--- config.mk ---
export PLATFORM = sky130hd
export DESIGN_NAME = ccsc_top
export DESIGN_NICKNAME = d
export VERILOG_FILES = /design/src/rtl/ccsc_pkg.sv /design/src/rtl/ccsc_slot_counter.sv /design/src/rtl/ccsc_top.sv
export SDC_FILE = /design/constraint.sdc
export NUM_CORES = 1
export LEC_CHECK = 0
export BUFFER_PORTS_ARGS = -buffer_cell sky130_fd_sc_hd__buf_2
export CAP_MARGIN = 40
export CORE_UTILIZATION = 30
export DETAILED_ROUTE_END_ITERATION = 6
export HOLD_SLACK_MARGIN = 0.08
export MAX_ROUTING_LAYER = met4
export PLACE_DENSITY = 0.42
export SLEW_MARGIN = 25
export SYNTH_ARGS = -nofsm -noshare
export SYNTH_HDL_FRONTEND = slang
export SYNTH_SLANG_ARGS = --single-unit
--- constraint.sdc ---
create_clock -name clk -period 10.3 [get_ports clk]
set_input_delay 1.03 -clock clk [delete_from_list [all_inputs] [get_ports clk]]
set_output_delay 1.03 -clock clk [all_outputs]
set_load 0.01 [all_outputs]
--- src/rtl/ccsc_pkg.sv ---
package ccsc_pkg;
  localparam int CCSC_DW = 32;
  localparam int CCSC_AW = 4;
  // Register offsets (word addresses on the plain port)
  localparam logic [3:0] OFS_CTRL2 = 4'h0;
  localparam logic [3:0] OFS_COUNTER = 4'h1;
  localparam logic [3:0] OFS_PHASE = 4'h2;
  localparam logic [3:0] OFS_CAPTURE_REG_1 = 4'h3;
  localparam logic [3:0] OFS_CAPTURE_REG_2 = 4'h4;
  localparam logic [3:0] OFS_CAPTURE_REG_3 = 4'h5;
  localparam logic [3:0] OFS_CAPTURE_REG_4 = 4'h6;
  localparam logic [3:0] OFS_CTRL1 = 4'h7;
  // Control register two field positions (B_LDEN is a control register one bit)
  localparam int B_SINGLE = 0;
  localparam int B_WRAP_LO = 1;
  localparam int B_ARM = 3;
  localparam int B_RUN = 4;
  localparam int B_SYNCIN = 5;
  localparam int B_SYNCO_LO = 6;
  localparam int B_SOFTSYNC = 8;
  localparam int B_MODE = 9;
  localparam int B_POL = 10;
  localparam int B_LDEN = 8;
  localparam logic [1:0] WRAP_RST = 2'h3;
  localparam logic [15:0] CTRL2_RST = 16'h0006;

  typedef enum logic [1:0] {
    SYNCO_PASS = 2'b00,
    SYNCO_PRD = 2'b01,
    SYNCO_OFF2 = 2'b10,
    SYNCO_OFF3 = 2'b11
  } ccsc_synco_t;

  typedef struct packed {
    logic pwm_out_polarity;
    logic op_mode_select;
    ccsc_synco_t sync_out_source;
    logic sync_in_load_enable;
    logic timebase_run;
    logic [1:0] stop_wrap;
    logic single_run_select;
  } ccsc_ctrl_t;

  typedef struct packed {
    logic [CCSC_AW-1:0] addr;
    logic [CCSC_DW-1:0] wdata;
    logic wr;
    logic rd;
  } ccsc_bus_t;
endpackage

--- src/rtl/ccsc_slot_counter.sv ---
`timescale 1ns/1ns
// Two-bit event slot counter that wraps or stops at the stop/wrap compare
module ccsc_slot_counter
  import ccsc_pkg::*;
(
  input wire logic clk,
  input wire logic rst,
  input wire logic event_in,
  input wire logic arm,
  input wire logic single,
  input wire logic [1:0] stop_wrap,
  output logic [1:0] slot,
  output logic frozen,
  output logic load_ok
);
  logic [1:0] slot_q;
  logic frozen_q;
  logic hit;

  assign hit = (slot_q == stop_wrap);
  assign slot = slot_q;
  assign frozen = frozen_q;
  assign load_ok = !frozen_q;

  always_ff @(posedge clk or posedge rst)
  begin
    if (rst)
    begin
      slot_q <= 2'h0;
      frozen_q <= 1'b0;
    end
    // RQ16 re-arm clears
    else if (arm)
    begin
      slot_q <= 2'h0;
      frozen_q <= 1'b0;
    end
    else if (event_in && !frozen_q)
    begin
      // RQ15 freeze on match
      if (hit && single)
        frozen_q <= 1'b1;
      else if (hit)
        slot_q <= 2'h0;
      else
        slot_q <= slot_q + 2'h1;
    end
  end
endmodule

--- src/rtl/ccsc_top.sv ---
// The register addresses and strobed register access were decided locally.
`timescale 1ns/1ns
// Functional notes
// RQ1 - Polarity bit inverts the PWM output only in auxiliary PWM mode; the code inverts it in both modes
// RQ2 - Capture mode: no period reset of counter, no shadow into registers 1 and 2
// RQ3 - Capture mode: pin is capture input; time stamp loads when enabled
// RQ4 - PWM mode: counter resets when it equals the period value
// RQ5 - PWM mode: shadow registers 3 and 4 load into registers 1 and 2
// RQ6 - PWM mode: no time stamps loaded; pin drives the PWM output
// RQ7 - Writing one to soft sync loads phase and pulses sync out when pass
// RQ8 - Writing zero to soft sync does nothing; it always reads zero
// RQ9 - PWM mode: period event also acts as a sync source
// RQ10 - Sync-out field: 00 pass sync-in, 01 period event, else off
// RQ11 - Period sync-out choice also works in capture mode
// RQ12 - Sync-in enable lets sync pulse or soft force load the phase value
// RQ13 - Run bit zero freezes counter, one lets it count
// RQ14 - Bit 0 picks continuous or one-shot capture, capture mode only
// RQ15 - Stop/wrap matches slot counter: freeze, block loads and events
// RQ16 - Re-arm write clears slot counter, unfreezes, enables loads; reads zero
module ccsc_top
  import ccsc_pkg::*;
#(
  parameter int CW = 32
)
(
  input wire logic clk,
  input wire logic rst,
  input wire logic [ccsc_pkg::CCSC_AW-1:0] addr,
  input wire logic [ccsc_pkg::CCSC_DW-1:0] wdata,
  input wire logic wr,
  input wire logic rd,
  output logic [ccsc_pkg::CCSC_DW-1:0] rdata,
  input wire logic capture_pwm_pin_in,
  output logic capture_pwm_pin_out,
  output logic capture_pwm_pin_oe_n,
  input wire logic sync_input_pulse,
  output logic sync_out,
  output logic capture_event
);
  import ccsc_pkg::*;

  if (CW != CCSC_DW)
  begin : g_chk
    $error("ccsc_top supports a 32-bit counter only");
  end

  ccsc_bus_t bus;
  ccsc_ctrl_t ctrl_q;
  logic [CW-1:0] timebase_counter_q;
  logic [CW-1:0] phase_offset_reg_q;
  logic [CW-1:0] cap_q [4];
  logic [8:0] ctrl1_q;
  logic [CCSC_DW-1:0] rdata_q;
  logic pin_q;
  logic pwm_q;
  logic sync_out_q;
  logic cap_evt;
  logic count_hits_period;
  logic soft_counter_sync;
  logic oneshot_arm;
  logic phase_load;
  logic wr_ctrl2;
  logic [1:0] slot;
  logic frozen;
  logic load_ok;
  logic aux_pulse_width_mode;
  logic ts_load;
  logic ctr_reset;

  assign bus = '{addr: addr, wdata: wdata, wr: wr, rd: rd};
  assign aux_pulse_width_mode = ctrl_q.op_mode_select;
  assign wr_ctrl2 = bus.wr && (bus.addr == OFS_CTRL2);
  // RQ7 soft force strobe
  assign soft_counter_sync = wr_ctrl2 && bus.wdata[B_SOFTSYNC];
  assign oneshot_arm = wr_ctrl2 && bus.wdata[B_ARM];
  assign count_hits_period = (timebase_counter_q == cap_q[0]);

  // RQ12 phase load gate
  assign phase_load = ctrl_q.sync_in_load_enable && (sync_input_pulse || soft_counter_sync);
  // RQ4 period reset only in PWM mode
  assign ctr_reset = aux_pulse_width_mode && count_hits_period;

  // Capture event: rising edge of the pin, capture mode only
  // RQ3 pin as capture input
  assign cap_evt = !aux_pulse_width_mode && capture_pwm_pin_in && !pin_q;
  assign capture_event = cap_evt && !(frozen && ctrl_q.single_run_select);

  // RQ6 no stamps in PWM mode
  // RQ15 loads inhibited when frozen
  assign ts_load = cap_evt && ctrl1_q[B_LDEN] && load_ok;

  ccsc_slot_counter u_slot (
    .clk(clk),
    .rst(rst),
    .event_in(cap_evt),
    .arm(oneshot_arm),
    // RQ14 one-shot only in capture
    .single(ctrl_q.single_run_select && !aux_pulse_width_mode),
    .stop_wrap(ctrl_q.stop_wrap),
    .slot(slot),
    .frozen(frozen),
    .load_ok(load_ok)
  );

  always_ff @(posedge clk or posedge rst)
  begin
    if (rst)
      pin_q <= 1'b0;
    else
      pin_q <= capture_pwm_pin_in;
  end

  // Control register two
  always_ff @(posedge clk or posedge rst)
  begin
    if (rst)
      ctrl_q <= '{pwm_out_polarity: CTRL2_RST[B_POL], op_mode_select: CTRL2_RST[B_MODE],
        sync_out_source: ccsc_synco_t'(CTRL2_RST[B_SYNCO_LO +: 2]),
        sync_in_load_enable: CTRL2_RST[B_SYNCIN], timebase_run: CTRL2_RST[B_RUN],
        stop_wrap: CTRL2_RST[B_WRAP_LO +: 2], single_run_select: CTRL2_RST[B_SINGLE]};
    else if (wr_ctrl2)
    begin
      ctrl_q.pwm_out_polarity <= bus.wdata[B_POL];
      ctrl_q.op_mode_select <= bus.wdata[B_MODE];
      ctrl_q.sync_out_source <= ccsc_synco_t'(bus.wdata[B_SYNCO_LO +: 2]);
      ctrl_q.sync_in_load_enable <= bus.wdata[B_SYNCIN];
      ctrl_q.timebase_run <= bus.wdata[B_RUN];
      ctrl_q.stop_wrap <= bus.wdata[B_WRAP_LO +: 2];
      ctrl_q.single_run_select <= bus.wdata[B_SINGLE];
    end
  end

  always_ff @(posedge clk or posedge rst)
  begin
    if (rst)
      ctrl1_q <= 9'h000;
    else if (bus.wr && (bus.addr == OFS_CTRL1))
      ctrl1_q <= bus.wdata[8:0];
  end

  always_ff @(posedge clk or posedge rst)
  begin
    if (rst)
      phase_offset_reg_q <= '0;
    else if (bus.wr && (bus.addr == OFS_PHASE))
      phase_offset_reg_q <= bus.wdata;
  end

  // Time-base counter
  always_ff @(posedge clk or posedge rst)
  begin
    if (rst)
      timebase_counter_q <= '0;
    // RQ12 load from phase
    else if (phase_load)
      timebase_counter_q <= phase_offset_reg_q;
    else if (bus.wr && (bus.addr == OFS_COUNTER))
      timebase_counter_q <= bus.wdata;
    // RQ2 no period reset in capture
    else if (ctr_reset)
      timebase_counter_q <= '0;
    // RQ13 run or freeze
    else if (ctrl_q.timebase_run)
      timebase_counter_q <= timebase_counter_q + 1'b1;
  end

  // Capture / period / compare registers
  always_ff @(posedge clk or posedge rst)
  begin
    if (rst)
    begin
      for (int i = 0; i < 4; i++)
        cap_q[i] <= '0;
    end
    else
    begin
      if (ts_load)
        cap_q[slot] <= timebase_counter_q;
      // RQ5 shadow into active at period boundary
      if (aux_pulse_width_mode && count_hits_period)
      begin
        cap_q[0] <= cap_q[2];
        cap_q[1] <= cap_q[3];
      end
      if (bus.wr && (bus.addr >= OFS_CAPTURE_REG_1) && (bus.addr <= OFS_CAPTURE_REG_4))
        cap_q[2'(bus.addr - OFS_CAPTURE_REG_1)] <= bus.wdata;
    end
  end

  // PWM output, high until compare match then low
  always_ff @(posedge clk or posedge rst)
  begin
    if (rst)
      pwm_q <= 1'b0;
    else if (ctr_reset)
      pwm_q <= 1'b1;
    else if (timebase_counter_q == cap_q[1])
      pwm_q <= 1'b0;
  end

  // RQ1 polarity in PWM mode
  assign capture_pwm_pin_out = pwm_q ^ ctrl_q.pwm_out_polarity;
  // RQ6 pin driven only in PWM mode
  assign capture_pwm_pin_oe_n = !aux_pulse_width_mode;

  // Sync-out selection
  always_ff @(posedge clk or posedge rst)
  begin
    if (rst)
      sync_out_q <= 1'b0;
    else
    begin
      unique case (ctrl_q.sync_out_source)
        // RQ10 pass sync-in or soft force
        SYNCO_PASS: sync_out_q <= sync_input_pulse || soft_counter_sync;
        // RQ11 period event any mode
        // RQ9 period as sync source
        SYNCO_PRD: sync_out_q <= count_hits_period;
        SYNCO_OFF2: sync_out_q <= 1'b0;
        SYNCO_OFF3: sync_out_q <= 1'b0;
      endcase
    end
  end
  assign sync_out = sync_out_q;

  // Read data, one cycle after the strobe
  always_ff @(posedge clk or posedge rst)
  begin
    if (rst)
      rdata_q <= '0;
    else if (bus.rd)
    begin
      unique case (bus.addr)
        // RQ8 soft sync reads zero
        // RQ16 re-arm reads zero
        OFS_CTRL2: rdata_q <= {21'h0, ctrl_q.pwm_out_polarity, ctrl_q.op_mode_select, 1'b0,
          ctrl_q.sync_out_source, ctrl_q.sync_in_load_enable, ctrl_q.timebase_run, 1'b0,
          ctrl_q.stop_wrap, ctrl_q.single_run_select};
        OFS_COUNTER: rdata_q <= timebase_counter_q;
        OFS_PHASE: rdata_q <= phase_offset_reg_q;
        OFS_CAPTURE_REG_1: rdata_q <= cap_q[0];
        OFS_CAPTURE_REG_2: rdata_q <= cap_q[1];
        OFS_CAPTURE_REG_3: rdata_q <= cap_q[2];
        OFS_CAPTURE_REG_4: rdata_q <= cap_q[3];
        OFS_CTRL1: rdata_q <= {23'h0, ctrl1_q};
        default: rdata_q <= '0;
      endcase
    end
    else
      rdata_q <= '0;
  end
  assign rdata = rdata_q;

  property p_period_reset;
    @(posedge clk) disable iff (rst)
    (aux_pulse_width_mode && count_hits_period && !phase_load && !bus.wr) |=> timebase_counter_q == 0;
  endproperty
  a_period_reset: assert property (p_period_reset) else $error("no period reset"); // RQ4

  property p_no_reset_cap;
    @(posedge clk) disable iff (rst)
    (!aux_pulse_width_mode && ctrl_q.timebase_run && !phase_load && !bus.wr)
      |=> timebase_counter_q == $past(timebase_counter_q) + 1;
  endproperty
  a_no_reset_cap: assert property (p_no_reset_cap) else $error("capture count wrong"); // RQ2

  property p_freeze;
    @(posedge clk) disable iff (rst)
    (!ctrl_q.timebase_run && !phase_load && !bus.wr && !ctr_reset) |=> $stable(timebase_counter_q);
  endproperty
  a_freeze: assert property (p_freeze) else $error("counter moved while stopped"); // RQ13

  property p_phase;
    @(posedge clk) disable iff (rst)
    phase_load |=> timebase_counter_q == $past(phase_offset_reg_q);
  endproperty
  a_phase: assert property (p_phase) else $error("phase not loaded"); // RQ12

  property p_softsync_read;
    @(posedge clk) disable iff (rst)
    (bus.rd && bus.addr == OFS_CTRL2) |=> (rdata[B_SOFTSYNC] == 1'b0 && rdata[B_ARM] == 1'b0);
  endproperty
  a_softsync_read: assert property (p_softsync_read) else $error("strobe bit read nonzero"); // RQ8

  property p_synco_off;
    @(posedge clk) disable iff (rst)
    ctrl_q.sync_out_source[1] |=> !sync_out;
  endproperty
  a_synco_off: assert property (p_synco_off) else $error("sync out not disabled"); // RQ10

  property p_soft_pass;
    @(posedge clk) disable iff (rst)
    (soft_counter_sync && ctrl_q.sync_out_source == SYNCO_PASS) |=> sync_out;
  endproperty
  a_soft_pass: assert property (p_soft_pass) else $error("soft sync not passed"); // RQ7

  property p_pwm_nostamp;
    @(posedge clk) disable iff (rst)
    aux_pulse_width_mode |-> !ts_load && !capture_pwm_pin_oe_n;
  endproperty
  a_pwm_nostamp: assert property (p_pwm_nostamp) else $error("stamp in pwm mode"); // RQ6

  property p_polarity;
    @(posedge clk) disable iff (rst)
    (ctr_reset && !wr_ctrl2) |=> capture_pwm_pin_out == !ctrl_q.pwm_out_polarity;
  endproperty
  a_polarity: assert property (p_polarity) else $error("pwm period start level wrong"); // RQ1

  property p_pass_syncin;
    @(posedge clk) disable iff (rst)
    (sync_input_pulse && ctrl_q.sync_out_source == SYNCO_PASS) |=> sync_out;
  endproperty
  a_pass_syncin: assert property (p_pass_syncin) else $error("sync in not passed"); // RQ10

  property p_period_out;
    @(posedge clk) disable iff (rst)
    (count_hits_period && ctrl_q.sync_out_source == SYNCO_PRD) |=> sync_out;
  endproperty
  a_period_out: assert property (p_period_out) else $error("period sync out missing"); // RQ11

  property p_sync_ignored;
    @(posedge clk) disable iff (rst)
    (!ctrl_q.sync_in_load_enable && (sync_input_pulse || soft_counter_sync) && !ctr_reset
      && !(bus.wr && bus.addr == OFS_COUNTER))
      |=> timebase_counter_q == $past(timebase_counter_q) + {31'h0, $past(ctrl_q.timebase_run)};
  endproperty
  a_sync_ignored: assert property (p_sync_ignored) else $error("load without enable"); // RQ12

  property p_stamp;
    @(posedge clk) disable iff (rst)
    (ts_load && !(bus.wr && bus.addr >= OFS_CAPTURE_REG_1 && bus.addr <= OFS_CAPTURE_REG_4))
      |=> cap_q[$past(slot)] == $past(timebase_counter_q);
  endproperty
  a_stamp: assert property (p_stamp) else $error("time stamp not stored"); // RQ3

  property p_shadow;
    @(posedge clk) disable iff (rst)
    (aux_pulse_width_mode && count_hits_period && !bus.wr)
      |=> cap_q[0] == $past(cap_q[2]) && cap_q[1] == $past(cap_q[3]);
  endproperty
  a_shadow: assert property (p_shadow) else $error("shadow not transferred"); // RQ5

  property p_cap_hold;
    @(posedge clk) disable iff (rst)
    (!aux_pulse_width_mode && !ts_load && !bus.wr) |=> $stable(cap_q[0]) && $stable(cap_q[1]);
  endproperty
  a_cap_hold: assert property (p_cap_hold) else $error("shadow moved in capture mode"); // RQ2

  property p_frozen_block;
    @(posedge clk) disable iff (rst)
    (frozen && ctrl_q.single_run_select) |-> !ts_load && !capture_event;
  endproperty
  a_frozen_block: assert property (p_frozen_block) else $error("load while frozen"); // RQ15

  property p_oneshot_arm;
    @(posedge clk) disable iff (rst)
    oneshot_arm |=> !frozen && slot == 2'h0;
  endproperty
  a_oneshot_arm: assert property (p_oneshot_arm) else $error("re-arm did not clear"); // RQ16
endmodule

Word level (Yosys, flattened, before mapping)
Index checks and enable logic that the tools add are counted.
Widths: inputs -> output; s select.
Storage, ports and cells
  word-level logic and storage cells: 106
  register bits after elaboration: 248
  input bits: 42
Cells by class
  eq/ne operators: 14
  muxes and demuxes: 25
  reductions and logical operators: 35
  magnitude comparators: 6
  add/subtract/negate cells: 3
  bitwise gates (word level): 3
Operator list (number)
  $bwmux 128: 2
  $mux 128: 2
  $pmux 32 s8: 1
  $mux 32: 7
  $demux 32 s2: 2
  $eq 32x32->1: 2
  $mux 64: 1
  $add 32x1->32 const B: 1
  $logic_and 1x1->1: 21
  $eq 4x3->1 const B: 4
  $eq 4x2->1 const B: 2
  $mux 2: 4
  $ge 3x3->1 const B: 2
  $lt 3x1->1 const B: 2
  $not 2->3: 2
  $reduce_bool 2->1: 3
  $mux 1: 5
  $eq 2x2->1 const B: 2
  $eq 4x1->1 const B: 1
  $ge 4x2->1 const B: 1
  $le 4x3->1 const B: 1
  $logic_not 1->1: 4
  $logic_not 4->1: 1
  $reduce_and 2->1: 2
  other kinds (11): 11

Depth between registers and ports, before layout
  word-level depth: 10
  depth in mapped cells: 9
  mapped depth without buffers: 7

Hierarchy
A second synthesis with hierarchy kept.
Unflattened totals
  cell total of the unflattened synthesis: 1428
  area, all modules: 14118.5 µm²
By module, submodules not included
  ccsc_top: area an instance 13929.6 µm², cells an instance 1408, times used 1, seq. area each 6133.4 µm²
  ccsc_slot_counter: area an instance 188.9 µm², cells an instance 20, times used 1, seq. area each 75.1 µm²

Least setup slack after synthesis
OpenSTA, ideal clock, no wires.
  kind: input to output
  from: input port capture_pwm_pin_in
  to: output port capture_event
  slack: 7622 ps
  path buffers: 0
  required time: 9270 ps
  arrival time: 1648 ps
  stages: 2
  cell sequence: or3b_4 > a21oi_1
On the way
  cells in the longest elaborated chain, start to end: 3
RTL lines
  from (decl): line ccsc_top.sv:33  | input wire logic capture_pwm_pin_in,
  $logic_and 1x1->1 (2 in series): line ccsc_top.sv:85  | assign cap_evt = !aux_pulse_width_mode && capture_pwm_pin_in && !pin_q;
  $logic_and 1x1->1: line ccsc_top.sv:86  | assign capture_event = cap_evt && !(frozen && ctrl_q.single_run_select);
  to (decl): line ccsc_top.sv:38  | output logic capture_event
No other way between the ends.

Worst setup path after layout
  from: register timebase_counter_q[7]
  to: register timebase_counter_q[4]
On the way
  cells in the longest elaborated chain, start to end: 5
  elaborated cells on any way between the ends: 6
  classes of those cells: 1 x eq/ne; 3 x mux; 2 x reduce/logical
RTL lines
  from (decl): line ccsc_top.sv:49  | logic [CW-1:0] timebase_counter_q;
  from (signal assigned): line ccsc_top.sv:156  | timebase_counter_q <= phase_offset_reg_q;
  from (signal assigned): line ccsc_top.sv:158  | timebase_counter_q <= bus.wdata;
  from (signal assigned): line ccsc_top.sv:164  | timebase_counter_q <= timebase_counter_q + 1'b1;
  $eq 32x32->1 (*): line ccsc_top.sv:76  | assign count_hits_period = (timebase_counter_q == cap_q[0]);
  $logic_and 1x1->1 (*): line ccsc_top.sv:81  | assign ctr_reset = aux_pulse_width_mode && count_hits_period;
  $mux 32: line ccsc_top.sv:160  | else if (ctr_reset)
  $mux 32: line ccsc_top.sv:157  | else if (bus.wr && (bus.addr == OFS_COUNTER))
  $mux 32: line ccsc_top.sv:155  | else if (phase_load)
Mark *: on every way between the ends. The rest lies on a longest branch, timed or not.
A chain may end at the register's enable or synchronous reset.

==> reports/results.tsv <==
metric	value	unit
Pins Over Slew Limit	0	
Post-synth EDFFs	0	
first-pass GRT wire length	79.4	mm
FF+latch count, synth	248	
Worst VDD drop	0.137	mV
Max FO, Critical Path	69	
sw power	1.53	mW
RSZ-0062 raised after global routing	no	
Worst Setup Path Type	reg2reg	
GR Util All Layers	0.217	
Synth Instances	1476	
Lkg Pwr	7.63	nW
Pre-antenna DRT Iters	6	
post-synthesis sequential area ratio	0.426	
Syn Std Cell Area	14600	sq um
clock power share	0.287	
total gr overflow	0	
element type at the critical path start	flop	
fin crit share	0.373	
DP HPWL	33.8	mm
pin count of the biggest net entering global routing	87	
# hold bufs at CTS	0	
total negative setup slack	0	ns
pwr/cell area	248	nW/um^2
htree depth	1	
Peak Freq	0.260	GHz
HP Class	reg2reg	
wire per inst	24.7	um
Yosys Warn Count	0	
Async SR Flop Fraction	1.00	
PortBufs	77	
Setup Fix Bufs, Post-CTS	0	
slowest CP cell	nand3_4	
layout cells sized above 1	0.200	
DRT antenna net count	0	
Finish-stage setup viols	0	
CTS buffer count	31	
First DRT Iteration DRCs	982	
combinational share of power	0.297	
CP arrival	4.30	ns
Worst slew margin	0.389	
clock buffer depth	3	
clock latency on the worst-skew pair	0.58	ns
# diodes	0	
Maximum Capacitance Violations	0	
vias in the first global route	11700	
status	finished, final reports clean	
worst-margin pin slew	0.908	ns
hold_ws	0.485	ns
Finished Core Util	0.346	
layout net count	1518	
syn nets	1523	
worst path required time	10.76	ns
top cell type's share of synthesized area	0.423	
width of the die	222	um
initial antenna violation count	1	
Via Count	11500	
clk_skew	0.0121	ns
GPL Wtd Cong	0.852	
Cell Chain, Critical Path	xnor2_1 -> nand4_1 -> nor4_2 -> nand3_4 -> buf_6 -> a221oi_1 -> o2bb2ai_1	
area leader, netlist	dfrtp_1	
row count	80	
initial core utilization	0.304	
CTS tree	done	
switching part of the total	0.372	
main area contributors after synthesis	dfrtp_1, mux2i_1, mux2_4	
drt drc	0	
CTS sink count	248	
Synth Flop Type	dfrtp_1	
die height	222	um
Tmin final	3.84	ns
area of the core	47800	sq um
io pins	78	
largest delay contributor family on the critical path	simple AND/OR/NAND/NOR gates	
slowest cell delay on critical path	0.66	ns
cells resized by post-CTS repair	0	
post-synthesis cell type count	64	
P&R area growth vs syn	13.6	%
WL final	52.0	mm
Pwr Total	4.11	mW
internal power	2.58	mW
die area	49400	sq um
synthesized area per cell	9.87	sq um
CTS clk-pin slew, worst paths	0.06	ns
Clock Root Buffer	clkbuf_16	
vias per cell	5.48	
Seq pwr share	0.416	
Fin. Hold Viols	0	
Buf/Inv on CP	1	
Worst setup EP type	flop	
state kept, by name, summed over array words and instances (netlist names):
register              cells
rdata                    32
sync_out                  1
phase_offset_reg_q       32
cap_q                   128
u_slot.slot               2
timebase_counter_q       32
aux_pulse_width_mode      1
ctrl_q                    8
pin_q                     1
pwm_q                     1
ctrl1_q                   9
u_slot.frozen             1
placed cells by master, fill, tap and decap left out, drive strengths merged, types with 5 or more instances in the layout:
| cell | n |
|---|---|
| dfrtp | 246 |
| nand2 | 207 |
| o21ai | 137 |
| mux2i | 113 |
| buf | 110 |
| mux2 | 106 |
| a22oi | 71 |
| a21oi | 57 |
| nor2 | 49 |
| xnor2 | 46 |
| clkbuf | 43 |
| xor2 | 41 |
| a31oi | 41 |
| o2bb2ai | 36 |
| nand3 | 25 |
| nand4 | 18 |
| inv | 18 |
| nor4 | 18 |
| a221oi | 16 |
| a222oi | 11 |
| and2 | 8 |
| clkinv | 7 |
| o32ai | 5 |
| ha | 5 |
| bufinv | 5 |
| and3 | 5 |
| nor3 | 5 |
per-stage QoR:
step | cell area [sq um] | setup WS (ns) | instances
2_1_floorplan | 14600 | 2.46 | 1476
3_3_place_gp | 15300 | 5.86 | 2046
3_5_place_dp | 15400 | 6.13 | 2051
4_1_cts | 16500 | 6.50 | 2106
5_1_grt | 16500 | 6.23 | 2108
6_report | 16500 | 6.46 | 2108
synthesized netlist by cell type, types with 41 or more instances:
cell type	instances
dfrtp_1	246
nand2_1	203
mux2i_1	113
o21ai_0	76
clkbuf_1	75
a22oi_1	71
o21ai_1	61
mux2_4	60
a21oi_1	57
buf_2	51
nor2_1	48
mux2_2	46
xnor2_1	46
a31oi_1	41
xor2_1	41
cell type report:
cell class	count	area (sq um)
fill	4868	31300
clock inverter	12	185
sequential	248	6210
multi-input combinational	1062	7680
tap	615	769
timing repair buffer	110	737
inverter	18	75.1
clock buffer	43	891
routing by layer:
layer,routed length (um),vias up,GRT usage
li1,-,5351,-
met1,23900,5880,0.292
met2,25100,250,0.352
met3,1890,61,0.0210
met4,1020,0,0.0503
met5,0,-,-
power by group through the flow:
stage | Clock [mW] | Combinational (mW) | Sequential, mW
floorplan | 0 | 0.995 | 1.47
global placement | 0 | 1.19 | 1.72
detailed placement | 0 | 1.22 | 1.72
CTS | 1.21 | 1.22 | 1.70
global route | 1.25 | 1.33 | 1.76
finish | 1.18 | 1.22 | 1.71
tightest hold or removal path, cell delays in order (launching register included):
cell	delay, ns
dfstp_2	0.39
nand2_1	0.06
nand2_1	0.04
cell families after synthesis:
kind of cell / Yosys count / share of synthesized area
AOI/OAI and AO/OA: 402 / 0.180
xor gates and xnor gates: 87 / 0.0523
adders and majority gates: 5 / 0.00429
buffers and inverters: 166 / 0.0515
DFF: 248 / 0.426
muxes: 219 / 0.175
and+or+nand+nor: 349 / 0.111
path summary, 6_finish.rpt:
check | startpoint | end | slack (ns) | depth (start not counted)
max reg2reg | timebase_counter_q[7]$_DFFE_PP0P_ | timebase_counter_q[4]$_DFFE_PP0P_ | 6.46 | 7
min | ctrl_q[2]$_DFFE_PP1N_ | ctrl_q[2]$_DFFE_PP1N_ | 0.48 | 2
min reg2reg | ctrl_q[2]$_DFFE_PP1N_ | ctrl_q[2]$_DFFE_PP1N_ | 0.48 | 2
min in group asynchronous | rst | rdata[5]$_DFF_PP0_ | 0.52 | 2
max | timebase_counter_q[7]$_DFFE_PP0P_ | timebase_counter_q[4]$_DFFE_PP0P_ | 6.46 | 7
max in group asynchronous | rst | cap_q[123]$_DFF_PP0_ | 8.66 | 4
Note: power is estimated with default switching activity, not from simulation.
